<file path="src/shared/uart_pkg.sv">
// Constants, register map and frame helpers for the serial port.
// Assumes a 20 MHz system clock and a 32-bit APB register bus.
package uart_pkg;
    // ----------------------------------------
    // Clock and line rates
    // ----------------------------------------
    localparam int unsigned CLK_HZ = 20000000;
    localparam int unsigned BAUD_MIN = 1200;
    localparam int unsigned BAUD_MAX = 921600;
    localparam int unsigned DIV_MAX = CLK_HZ / BAUD_MIN;
    localparam int unsigned DIV_MIN = CLK_HZ / BAUD_MAX;
    localparam int unsigned FIFO_DEPTH = 8;

    // ----------------------------------------
    // Register offsets
    // ----------------------------------------
    localparam logic [7:0] OFS_CTRL = 8'h00;
    localparam logic [7:0] OFS_DIV = 8'h04;
    localparam logic [7:0] OFS_STAT = 8'h08;
    localparam logic [7:0] OFS_TXD = 8'h0c;
    localparam logic [7:0] OFS_RXD = 8'h10;

    // ----------------------------------------
    // Fields and reset values
    // ----------------------------------------
    localparam int CTRL_LEN_LSB = 0;
    localparam int CTRL_STOP2 = 2;
    localparam int CTRL_PAR_EN = 3;
    localparam int CTRL_PAR_LSB = 4;
    localparam int CTRL_FLOW = 6;
    localparam int STAT_TX_FULL = 0;
    localparam int STAT_TX_EMPTY = 1;
    localparam int STAT_RX_VALID = 2;
    localparam int STAT_RX_FULL = 3;
    localparam int STAT_PERR = 4;
    localparam int STAT_FERR = 5;
    localparam int STAT_OVR = 6;
    localparam logic [6:0] CTRL_RESET = 7'h03;
    localparam logic [15:0] DIV_RESET = 16'h00ad;

    typedef enum logic [1:0] {
        PAR_EVEN = 2'h0,
        PAR_ODD = 2'h1,
        PAR_MARK = 2'h2,
        PAR_SPACE = 2'h3
    } parity_t;

    typedef enum logic [4:0] {
        ST_IDLE = 5'h01,
        ST_START = 5'h02,
        ST_DATA = 5'h04,
        ST_PAR = 5'h08,
        ST_STOP = 5'h10
    } frame_state_t;

    // Keep only the bits of the selected character length
    function automatic logic [7:0] len_mask(input logic [7:0] d, input logic [1:0] len);
        len_mask = d & (8'hff >> (2'h3 - len));
    endfunction : len_mask

    function automatic logic parity_bit(input logic [7:0] d, input logic [1:0] len,
                                        input logic [1:0] mode);
        case (mode)
            PAR_EVEN: parity_bit = ^len_mask(d, len);
            PAR_ODD: parity_bit = ~^len_mask(d, len);
            PAR_MARK: parity_bit = 1'b1;
            default: parity_bit = 1'b0;
        endcase
    endfunction : parity_bit
endpackage : uart_pkg
</file>
<file path="src/hdl/uart_port.sv">
// Serial port: APB registers, TX/RX FIFOs, frame transmitter and receiver.
// Assumes APB master on sys_clk; line inputs already synchronous.
//
// Local design decisions: the APB interface to the registers and the address map.
`timescale 1ns/1ps
`default_nettype none

module uart_fifo #(
    parameter int W = 8,
    parameter int D = 8
) (
    input wire logic sys_clk,
    input wire logic sys_rst,
    input wire logic in_valid,
    output logic in_ready,
    input wire logic [W-1:0] in_data,
    output logic out_valid,
    input wire logic out_ready,
    output logic [W-1:0] out_data
);
    localparam int AW = (D > 1) ? $clog2(D) : 1;
    logic [W-1:0] mem_q [D];
    logic [AW-1:0] wr_q, rd_q;
    logic [AW:0] cnt_q;
    logic push, pop;
    initial begin
        if (D < 2 || W < 1) $error("uart_fifo: depth must be at least 2");
    end
    assign in_ready = (cnt_q != (AW + 1)'(D));
    assign out_valid = (cnt_q != '0);
    assign out_data = mem_q[rd_q];
    assign push = in_valid && in_ready;
    assign pop = out_valid && out_ready;
    always_ff @(posedge sys_clk) begin
        if (push) begin
            mem_q[wr_q] <= in_data;
        end
    end
    always_ff @(posedge sys_clk or posedge sys_rst) begin
        if (sys_rst) begin
            wr_q <= '0;
            rd_q <= '0;
            cnt_q <= '0;
        end else begin
            if (push) begin
                wr_q <= (wr_q == AW'(D - 1)) ? '0 : wr_q + 1'b1;
            end
            if (pop) begin
                rd_q <= (rd_q == AW'(D - 1)) ? '0 : rd_q + 1'b1;
            end
            cnt_q <= cnt_q + (AW + 1)'(push) - (AW + 1)'(pop);
        end
    end
endmodule : uart_fifo

// Function
// - Bit period divisor covers 1200 to 921600 baud; peer uses same rate.
// - Transmitter and receiver run independently and concurrently.
// - RTS/CTS handshaking exists only on the flow-control-capable instance.
// - Character length selectable as five to eight data bits.
// - One or two stop bits on both transmit and receive.
// - Two stop bits with five data bits unsupported; one stop used.
// - Parity even, odd, mark or space; generated and checked.
module configurable_async_serial_port #(
    parameter bit FLOW_CONTROL_CAPABLE_PORT = 1'b1,
    parameter int unsigned DEPTH = uart_pkg::FIFO_DEPTH
) (
    input wire logic sys_clk,
    input wire logic sys_rst,
    input wire logic psel,
    input wire logic penable,
    input wire logic pwrite,
    input wire logic [31:0] paddr,
    input wire logic [31:0] pwdata,
    output logic [31:0] prdata,
    output logic pready,
    output logic pslverr,
    input wire logic rxd,
    output logic txd,
    input wire logic cts_n,
    output logic rts_n
);
    import uart_pkg::*;
    initial begin
        if (DIV_MIN < 4) $error("Clock too slow for the top baud rate");
    end

    // ----------------------------------------
    // Registers and APB slave
    // ----------------------------------------
    logic [6:0] ctrl_q;
    logic [15:0] div_q;
    logic perr_q, ferr_q, ovr_q;
    logic ack_q, slverr_q;
    logic [31:0] prdata_q;
    logic tx_in_ready, tx_valid, tx_pop;
    logic [7:0] tx_data;
    logic rx_push_q, rx_in_ready, rx_valid, rx_pop;
    logic [7:0] rx_word_q, rx_data;
    logic set_perr, set_ferr, stop2, par_en, flow;
    logic [1:0] len, pmode;
    logic acc, wr_done, rd_done, bad;
    logic [7:0] ofs;
    logic [15:0] bit_cycles;

    assign len = ctrl_q[CTRL_LEN_LSB +: 2];
    assign stop2 = ctrl_q[CTRL_STOP2] && (len != 2'h0);
    assign par_en = ctrl_q[CTRL_PAR_EN];
    assign pmode = ctrl_q[CTRL_PAR_LSB +: 2];
    assign flow = FLOW_CONTROL_CAPABLE_PORT && ctrl_q[CTRL_FLOW];
    // Divisor is clamped into the supported baud range
    assign bit_cycles = (div_q < 16'(DIV_MIN)) ? 16'(DIV_MIN) :
                        (div_q > 16'(DIV_MAX)) ? 16'(DIV_MAX) : div_q;

    assign ofs = paddr[7:0];
    assign bad = (paddr[31:8] != 24'h0) || (ofs[1:0] != 2'h0) || (ofs > OFS_RXD);
    assign acc = psel && penable;
    // Refused transfers write nothing, pop nothing and read zero
    assign wr_done = acc && ack_q && pwrite && !slverr_q;
    assign rd_done = acc && ack_q && !pwrite && !slverr_q;
    assign pready = ack_q;
    assign prdata = prdata_q;
    assign pslverr = slverr_q && ack_q;

    // One wait state; TX data writes wait while the FIFO is full
    always_ff @(posedge sys_clk or posedge sys_rst) begin
        if (sys_rst) begin
            ack_q <= 1'b0;
            prdata_q <= 32'h0;
            slverr_q <= 1'b0;
        end else if (ack_q || !acc) begin
            ack_q <= 1'b0;
        end else if (!(pwrite && !bad && ofs == OFS_TXD && !tx_in_ready)) begin
            ack_q <= 1'b1;
            slverr_q <= bad;
            case (bad ? 8'hff : ofs)
                OFS_CTRL: prdata_q <= {25'h0, ctrl_q};
                OFS_DIV: prdata_q <= {16'h0, div_q};
                OFS_STAT: prdata_q <= {25'h0, ovr_q, ferr_q, perr_q, !rx_in_ready,
                                       rx_valid, !tx_valid, !tx_in_ready};
                OFS_RXD: prdata_q <= {24'h0, rx_valid ? rx_data : 8'h00};
                default: prdata_q <= 32'h0;
            endcase
        end
    end

    always_ff @(posedge sys_clk or posedge sys_rst) begin
        if (sys_rst) begin
            ctrl_q <= CTRL_RESET;
            div_q <= DIV_RESET;
        end else if (wr_done && ofs == OFS_CTRL) begin
            ctrl_q <= pwdata[6:0];
        end else if (wr_done && ofs == OFS_DIV) begin
            div_q <= pwdata[15:0];
        end
    end

    // Sticky errors: write one to clear, a new event wins
    always_ff @(posedge sys_clk or posedge sys_rst) begin
        if (sys_rst) begin
            perr_q <= 1'b0;
            ferr_q <= 1'b0;
            ovr_q <= 1'b0;
        end else begin
            perr_q <= set_perr || (perr_q && !(wr_done && ofs == OFS_STAT && pwdata[STAT_PERR]));
            ferr_q <= set_ferr || (ferr_q && !(wr_done && ofs == OFS_STAT && pwdata[STAT_FERR]));
            ovr_q <= (rx_push_q && !rx_in_ready) ||
                     (ovr_q && !(wr_done && ofs == OFS_STAT && pwdata[STAT_OVR]));
        end
    end
    assign rx_pop = rd_done && ofs == OFS_RXD;
    uart_fifo #(.W(8), .D(DEPTH)) tx_fifo (
        .sys_clk(sys_clk),
        .sys_rst(sys_rst),
        .in_valid(wr_done && ofs == OFS_TXD),
        .in_ready(tx_in_ready),
        .in_data(pwdata[7:0]),
        .out_valid(tx_valid),
        .out_ready(tx_pop),
        .out_data(tx_data)
    );

    uart_fifo #(.W(8), .D(DEPTH)) rx_fifo (
        .sys_clk(sys_clk),
        .sys_rst(sys_rst),
        .in_valid(rx_push_q),
        .in_ready(rx_in_ready),
        .in_data(rx_word_q),
        .out_valid(rx_valid),
        .out_ready(rx_pop),
        .out_data(rx_data)
    );

    // ----------------------------------------
    // Transmitter
    // ----------------------------------------
    frame_state_t tx_st_q;
    logic [15:0] tx_cnt_q;
    logic [7:0] tx_sh_q;
    logic [2:0] tx_idx_q;
    logic tx_sb_q, txd_q;

    assign txd = txd_q;
    // Start only when CTS allows; a frame in flight always completes
    assign tx_pop = (tx_st_q == ST_IDLE) && tx_valid && (!flow || !cts_n);

    always_ff @(posedge sys_clk or posedge sys_rst) begin
        if (sys_rst) begin
            tx_st_q <= ST_IDLE;
            tx_cnt_q <= 16'h0;
            tx_sh_q <= 8'h0;
            tx_idx_q <= 3'h0;
            tx_sb_q <= 1'b0;
            txd_q <= 1'b1;
        end else if (tx_st_q == ST_IDLE) begin
            txd_q <= 1'b1;
            if (tx_pop) begin
                tx_st_q <= ST_START;
                tx_sh_q <= tx_data;
                tx_cnt_q <= bit_cycles - 16'h1;
                txd_q <= 1'b0;
            end
        end else if (tx_cnt_q != 16'h0) begin
            tx_cnt_q <= tx_cnt_q - 16'h1;
        end else begin
            tx_cnt_q <= bit_cycles - 16'h1;
            case (tx_st_q)
                ST_START: begin
                    tx_st_q <= ST_DATA;
                    tx_idx_q <= 3'h0;
                    txd_q <= tx_sh_q[0];
                end
                ST_DATA: begin
                    if (tx_idx_q == {1'b0, len} + 3'h4) begin
                        tx_st_q <= par_en ? ST_PAR : ST_STOP;
                        txd_q <= par_en ? parity_bit(tx_sh_q, len, pmode) : 1'b1;
                        tx_sb_q <= stop2;
                    end else begin
                        tx_idx_q <= tx_idx_q + 3'h1;
                        txd_q <= tx_sh_q[tx_idx_q + 3'h1];
                    end
                end
                ST_PAR: begin
                    tx_st_q <= ST_STOP;
                    txd_q <= 1'b1;
                end
                ST_STOP: begin
                    if (tx_sb_q) begin
                        tx_sb_q <= 1'b0;
                    end else begin
                        tx_st_q <= ST_IDLE;
                    end
                end
                default: tx_st_q <= ST_IDLE;
            endcase
        end
    end

    // ----------------------------------------
    // Receiver
    // ----------------------------------------
    frame_state_t rx_st_q;
    logic [15:0] rx_cnt_q;
    logic [7:0] rx_sh_q, rx_aligned;
    logic [2:0] rx_idx_q;
    logic rx_sb_q, rx_tick;

    // Bits enter at the top, so shorter characters need a right shift
    assign rx_aligned = rx_sh_q >> (2'h3 - len);
    assign rx_tick = (rx_cnt_q == 16'h0);
    assign set_perr = (rx_st_q == ST_PAR) && rx_tick && par_en &&
                      (rxd != parity_bit(rx_aligned, len, pmode));
    assign set_ferr = (rx_st_q == ST_STOP) && rx_tick && !rxd;

    always_ff @(posedge sys_clk or posedge sys_rst) begin
        if (sys_rst) begin
            rx_st_q <= ST_IDLE;
            rx_cnt_q <= 16'h0;
            rx_sh_q <= 8'h0;
            rx_idx_q <= 3'h0;
            rx_sb_q <= 1'b0;
            rx_push_q <= 1'b0;
            rx_word_q <= 8'h0;
        end else begin
            rx_push_q <= 1'b0;
            if (rx_st_q == ST_IDLE) begin
                if (!rxd) begin
                    rx_st_q <= ST_START;
                    rx_cnt_q <= bit_cycles >> 1;
                end
            end else if (!rx_tick) begin
                rx_cnt_q <= rx_cnt_q - 16'h1;
            end else begin
                rx_cnt_q <= bit_cycles - 16'h1;
                case (rx_st_q)
                    ST_START: begin
                        // A start bit gone by mid-bit is a glitch
                        rx_st_q <= rxd ? ST_IDLE : ST_DATA;
                        rx_idx_q <= 3'h0;
                    end
                    ST_DATA: begin
                        rx_sh_q <= {rxd, rx_sh_q[7:1]};
                        rx_idx_q <= rx_idx_q + 3'h1;
                        if (rx_idx_q == {1'b0, len} + 3'h4) begin
                            rx_st_q <= par_en ? ST_PAR : ST_STOP;
                            rx_sb_q <= stop2;
                        end
                    end
                    ST_PAR: rx_st_q <= ST_STOP;
                    ST_STOP: begin
                        if (rx_sb_q) begin
                            rx_sb_q <= 1'b0;
                        end else begin
                            rx_st_q <= ST_IDLE;
                            rx_push_q <= 1'b1;
                            rx_word_q <= len_mask(rx_aligned, len);
                        end
                    end
                    default: rx_st_q <= ST_IDLE;
                endcase
            end
        end
    end

    // ----------------------------------------
    // Flow control output
    // ----------------------------------------
    always_ff @(posedge sys_clk or posedge sys_rst) begin
        if (sys_rst) begin
            rts_n <= 1'b1;
        end else begin
            rts_n <= !(flow && rx_in_ready);
        end
    end
endmodule : configurable_async_serial_port

`default_nettype wire

</file>
<file path="config.mk">
export PLATFORM = sky130hd
export DESIGN_NAME = configurable_async_serial_port
export DESIGN_NICKNAME = d
export VERILOG_FILES = /design/src/shared/uart_pkg.sv /design/src/hdl/uart_port.sv
export SDC_FILE = /design/constraint.sdc
export NUM_CORES = 1
export LEC_CHECK = 0
export BUFFER_PORTS_ARGS = -buffer_cell sky130_fd_sc_hd__buf_2
export CAP_MARGIN = 20
export CORE_MARGIN = 2
export CORE_UTILIZATION = 35
export DETAILED_ROUTE_END_ITERATION = 12
export GPL_ROUTABILITY_DRIVEN = 0
export MAX_ROUTING_LAYER = met4
export SETUP_SLACK_MARGIN = 0.05
export SLEW_MARGIN = 15
export SYNTH_ARGS = -nofsm -noshare
export SYNTH_HDL_FRONTEND = slang
export SYNTH_HIERARCHICAL = 1
export SYNTH_SLANG_ARGS = --single-unit
</file>
<file path="constraint.sdc">
create_clock -name sys_clk -period 3.4 [get_ports sys_clk]
set_clock_uncertainty 0.15 [all_clocks]
set_input_delay 0.17 -clock sys_clk [delete_from_list [all_inputs] [get_ports sys_clk]]
set_output_delay 0.17 -clock sys_clk [all_outputs]
set_load 0.005 [all_outputs]
</file>
==> flow_summary.ini <==
[route]
avgRoutedWirePerCell_um = 18.3
first_pass_iters = 5
drt-total-wl_um = 32700
viasPerCell = 5.21
post_detailed_route_drc_marker_count = 0
vias = 9323
ant_nets = 0
initialDrtViolationCount = 656

[global_route]
first_global_vias = 9275
grtUsageTotal_pct = 16.6
number_of_antenna_violations_at_the_first_check_in_global_routing = 0
grt_overflow_total = 0
grt_first_pass_wirelength_um = 51900
grt_max_degree = 122

[hold_path]
worstHoldPathType = in -> async

[floorplan]
die_x_um = 201
io-pin-count = 107
placeableCoreArea_um2 = 38500
die_h_um = 201
initial_core_util_pct = 35.3
die_area_um2 = 40400
std_cell_rows = 72

[critical_path]
path_cells = or4_4 -> or3_4 -> o21ai_2 -> a21o_1 -> ha_1 -> nand2_1 -> nor4_1 -> nand2_1 -> nor2b_2 -> xnor2_1 -> nor2_1 -> o22a_1
crit_type = reg -> reg
worstPathBufferInverterCount = 0
critPathRequiredTime_ns = 3.74
cp-end-kind = flip-flop
timing.critical_path.slowest_cell_delay_ns = 0.56
critPathSlowestCell = sky130_fd_sc_hd__or4_4
critical_path_peak_fanout = 3
worstPathArrival_ns = 3.53
timing.critical_path.from_type = flip-flop
crit_top_cell = sky130_fd_sc_hd__nand2_1
worst_path_dominant_cell_family = simple AND/OR/NAND/NOR gates

[clock_network]
clk_root_buffer_cell = sky130_fd_sc_hd__clkbuf_16
cts_made_buffers = 30
cts.path.max_buffers = 3
cts_tree = built
clk_latency_ns = 0.60
path_clk_slew_ns = 0.06
cts-htree-levels = 1
clkSinkCount = 269

[run]
max_cap_violations = 0

[placed_design]
place.port_buffers = 74
placed_wire_length_estimate_um = 23000

[layout]
num-fill-cells = 3608
ff_latch_area_um2 = 7390
area.growth.synth_to_final_pct = 16.9
mostFrequentLayoutCells = sky130_fd_sc_hd__dfrtp_1 (130), sky130_fd_sc_hd__edfxtp_1 (128), sky130_fd_sc_hd__nand2_1 (118)
diode_count = 0
multi_input_comb_area_um2 = 5740
layout-drive-gt1-share_pct = 23.5
finish.net_count = 1347
layout.cells.most_common = sky130_fd_sc_hd__dfrtp_1

[synthesis]
yosys_warnings = 6
synth_top_area_share_pct = 28.3
netlist_area_um2 = 13600
netlist_top_cells_area = sky130_fd_sc_hd__edfxtp_1 (28%), sky130_fd_sc_hd__dfrtp_1 (24%), sky130_fd_sc_hd__mux2_2 (4.1%)
postSynthRegisterBits = 269
synth-xor-area-share_pct = 2.45
adder_cell_share_of_the_synthesized_area_pct = 2.86
synth_top_flop_cell = sky130_fd_sc_hd__dfrtp_1
dominant_combinational_cell_family_by_area_after_synthesis = multiplexers
cell_type_contributing_the_most_total_cell_area_after_synthesis = sky130_fd_sc_hd__edfxtp_1
synth_area_per_cell_um2 = 12.0
synthesized_netlist_cell_count = 1128
async_flop_share_pct = 52.4
ys_seq_area_share_pct = 54.4
synth_cell_types = 79
muxShareOfSynthArea_pct = 13.4
synth-compound-area-share_pct = 9.78
synth_simple_gate_area_share_pct = 13.2
number_of_synthesized_flops_with_an_enable_pin = 128

[sta]
fin_crit_sh_pct = 94.0
timing.final.max_slew_violations = 0
final_setup_vio_count = 0
report.final.hold_viol_count = 0
unrepaired_setup_endpoints_after_global_routing = false
min_period_ns = 3.19
setup_tns_final_ns = 0
worst_slew_margin_rel_pct = 41.8
maxClockFrequency_ghz = 0.313
timing.hold.ws_ns = 0.0199
worst_tran_pin_value_ns = 0.869

[power_and_ir_drop]
power_per_cell_area_nw_per_um2 = 456
power.leakage_nw = 6.12
vdd.ir_drop.worst_mv = 0.419
final_power_w = 0.00724

[run_status]
status = complete, no violations
final timing paths:
| check | from | to | slack (ns) | cells after the start |
|---|---|---|---|---|
| min in group sys_clk | paddr[3] | ovr_q | 0.07 | 5 |
| min reg2reg | prdata[11] | prdata[11] | 0.31 | 2 |
| min | sys_rst | rx_fifo/cnt_q[3] | 0.02 | 3 |
| max reg2reg | div_q[15] | rx_cnt_q[12] | 0.21 | 12 |
| max | div_q[15] | rx_cnt_q[12] | 0.21 | 12 |
| max in group asynchronous | sys_rst | tx_cnt_q[1] | 2.32 | 4 |
timing repair:
action                                 CTS  global route
endpoints found under the hold margin  227             0
setup endpoints to repair                0             4
resized for setup                        0             3
hold buffers                            22             0
buffers inserted                         0             0
report_power, final:
part           leakage, nW  internal (W)  total (W)  switching, W
clock                0.514       0.00201    0.00337       0.00136
sequential            2.80       0.00346    0.00352     0.0000595
combinational         2.80      0.000147   0.000348      0.000200
worst reg2reg max path, delay by kind of cell (launching register included):
| family | cells | cell delay, ns |
|---|---|---|
| AND/OR/NAND/NOR | 7 | 1.68 |
| AO/OA/AOI/OAI | 3 | 0.51 |
| flip-flops | 1 | 0.38 |
| adder cells (fa/ha/maj) | 1 | 0.20 |
| XOR/XNOR | 1 | 0.16 |
kinds of logic after synthesis:
family,Yosys count
fa+ha+maj,30
simple gates,366
buf+inv,100
mux,116
other cells,1
xor+xnor,38
compound gates,208
flops,269
flip-flops by register name, indices dropped and copies added, names as in the netlist, 16 cells and up:
name,cells
tx_cnt_q,16
div_q,16
rx_fifo/mem_q,64
rx_cnt_q,16
prdata,16
tx_fifo/mem_q,64
stage by stage:
step	cells	area (um2)	util [%]	worst slack, ns
after detailed placement	1711	14600	38.0	0.180
after global placement	1711	14600	38.0	0.247
after CTS	1789	15900	41.2	0.167
final	1789	15900	41.3	0.206
after global routing	1789	15900	41.3	0.0560
after floorplan	1143	13600	-	0.268
synth_stat cells, types with 4 or more instances:
| cell type | number |
|---|---|
| sky130_fd_sc_hd__buf_6 | 4 |
| sky130_fd_sc_hd__or4_4 | 4 |
| sky130_fd_sc_hd__dfrtp_1 | 130 |
| sky130_fd_sc_hd__nand2_1 | 118 |
| sky130_fd_sc_hd__buf_2 | 6 |
| sky130_fd_sc_hd__nand2b_1 | 11 |
| sky130_fd_sc_hd__and2_1 | 9 |
| sky130_fd_sc_hd__nor4_1 | 23 |
| sky130_fd_sc_hd__a31oi_1 | 9 |
| sky130_fd_sc_hd__mux4_1 | 16 |
| sky130_fd_sc_hd__nor3_1 | 38 |
| sky130_fd_sc_hd__o22ai_1 | 5 |
| sky130_fd_sc_hd__o21ai_0 | 65 |
| sky130_fd_sc_hd__mux2i_1 | 9 |
| sky130_fd_sc_hd__nand3_1 | 33 |
| sky130_fd_sc_hd__ha_1 | 27 |
| sky130_fd_sc_hd__dfstp_2 | 11 |
| sky130_fd_sc_hd__mux2_4 | 23 |
| sky130_fd_sc_hd__and3_1 | 4 |
| sky130_fd_sc_hd__inv_1 | 32 |
| sky130_fd_sc_hd__a22o_1 | 16 |
| sky130_fd_sc_hd__nor2_1 | 78 |
| sky130_fd_sc_hd__o31ai_1 | 5 |
| sky130_fd_sc_hd__o21a_1 | 4 |
| sky130_fd_sc_hd__or3b_2 | 4 |
| sky130_fd_sc_hd__xnor2_1 | 25 |
| sky130_fd_sc_hd__a22oi_1 | 12 |
| sky130_fd_sc_hd__o211ai_1 | 9 |
| sky130_fd_sc_hd__mux4_2 | 18 |
| sky130_fd_sc_hd__clkbuf_1 | 32 |
| sky130_fd_sc_hd__nor2b_1 | 6 |
| sky130_fd_sc_hd__xor2_1 | 13 |
| sky130_fd_sc_hd__buf_4 | 20 |
| sky130_fd_sc_hd__edfxtp_1 | 128 |
| sky130_fd_sc_hd__nand4_1 | 8 |
| sky130_fd_sc_hd__or3_1 | 8 |
| sky130_fd_sc_hd__a21oi_1 | 50 |
| sky130_fd_sc_hd__nor3b_1 | 5 |
| sky130_fd_sc_hd__o41ai_1 | 4 |
| sky130_fd_sc_hd__mux2_2 | 50 |
cell type report:
type / instances / share of cell area [%]
Clock buffer: 40 / 5.44
Clock inverter: 16 / 1.13
Inverter: 32 / 0.780
Multi-Input combinational cell: 774 / 36.2
Sequential cell: 269 / 46.5
Tap cell: 518 / 4.08
Timing Repair Buffer: 140 / 5.88
routing by layer:
metal | global-route usage (%) | vias up | part of all wire, %
met5 | - | - | 0
met4 | 3.76 | 0 | 1.7
met2 | 26.7 | 219 | 48
met3 | 2.21 | 43 | 4.4
met1 | 22.4 | 4649 | 46
li1 | - | 4412 | -
(Power assumes the default switching activity.)
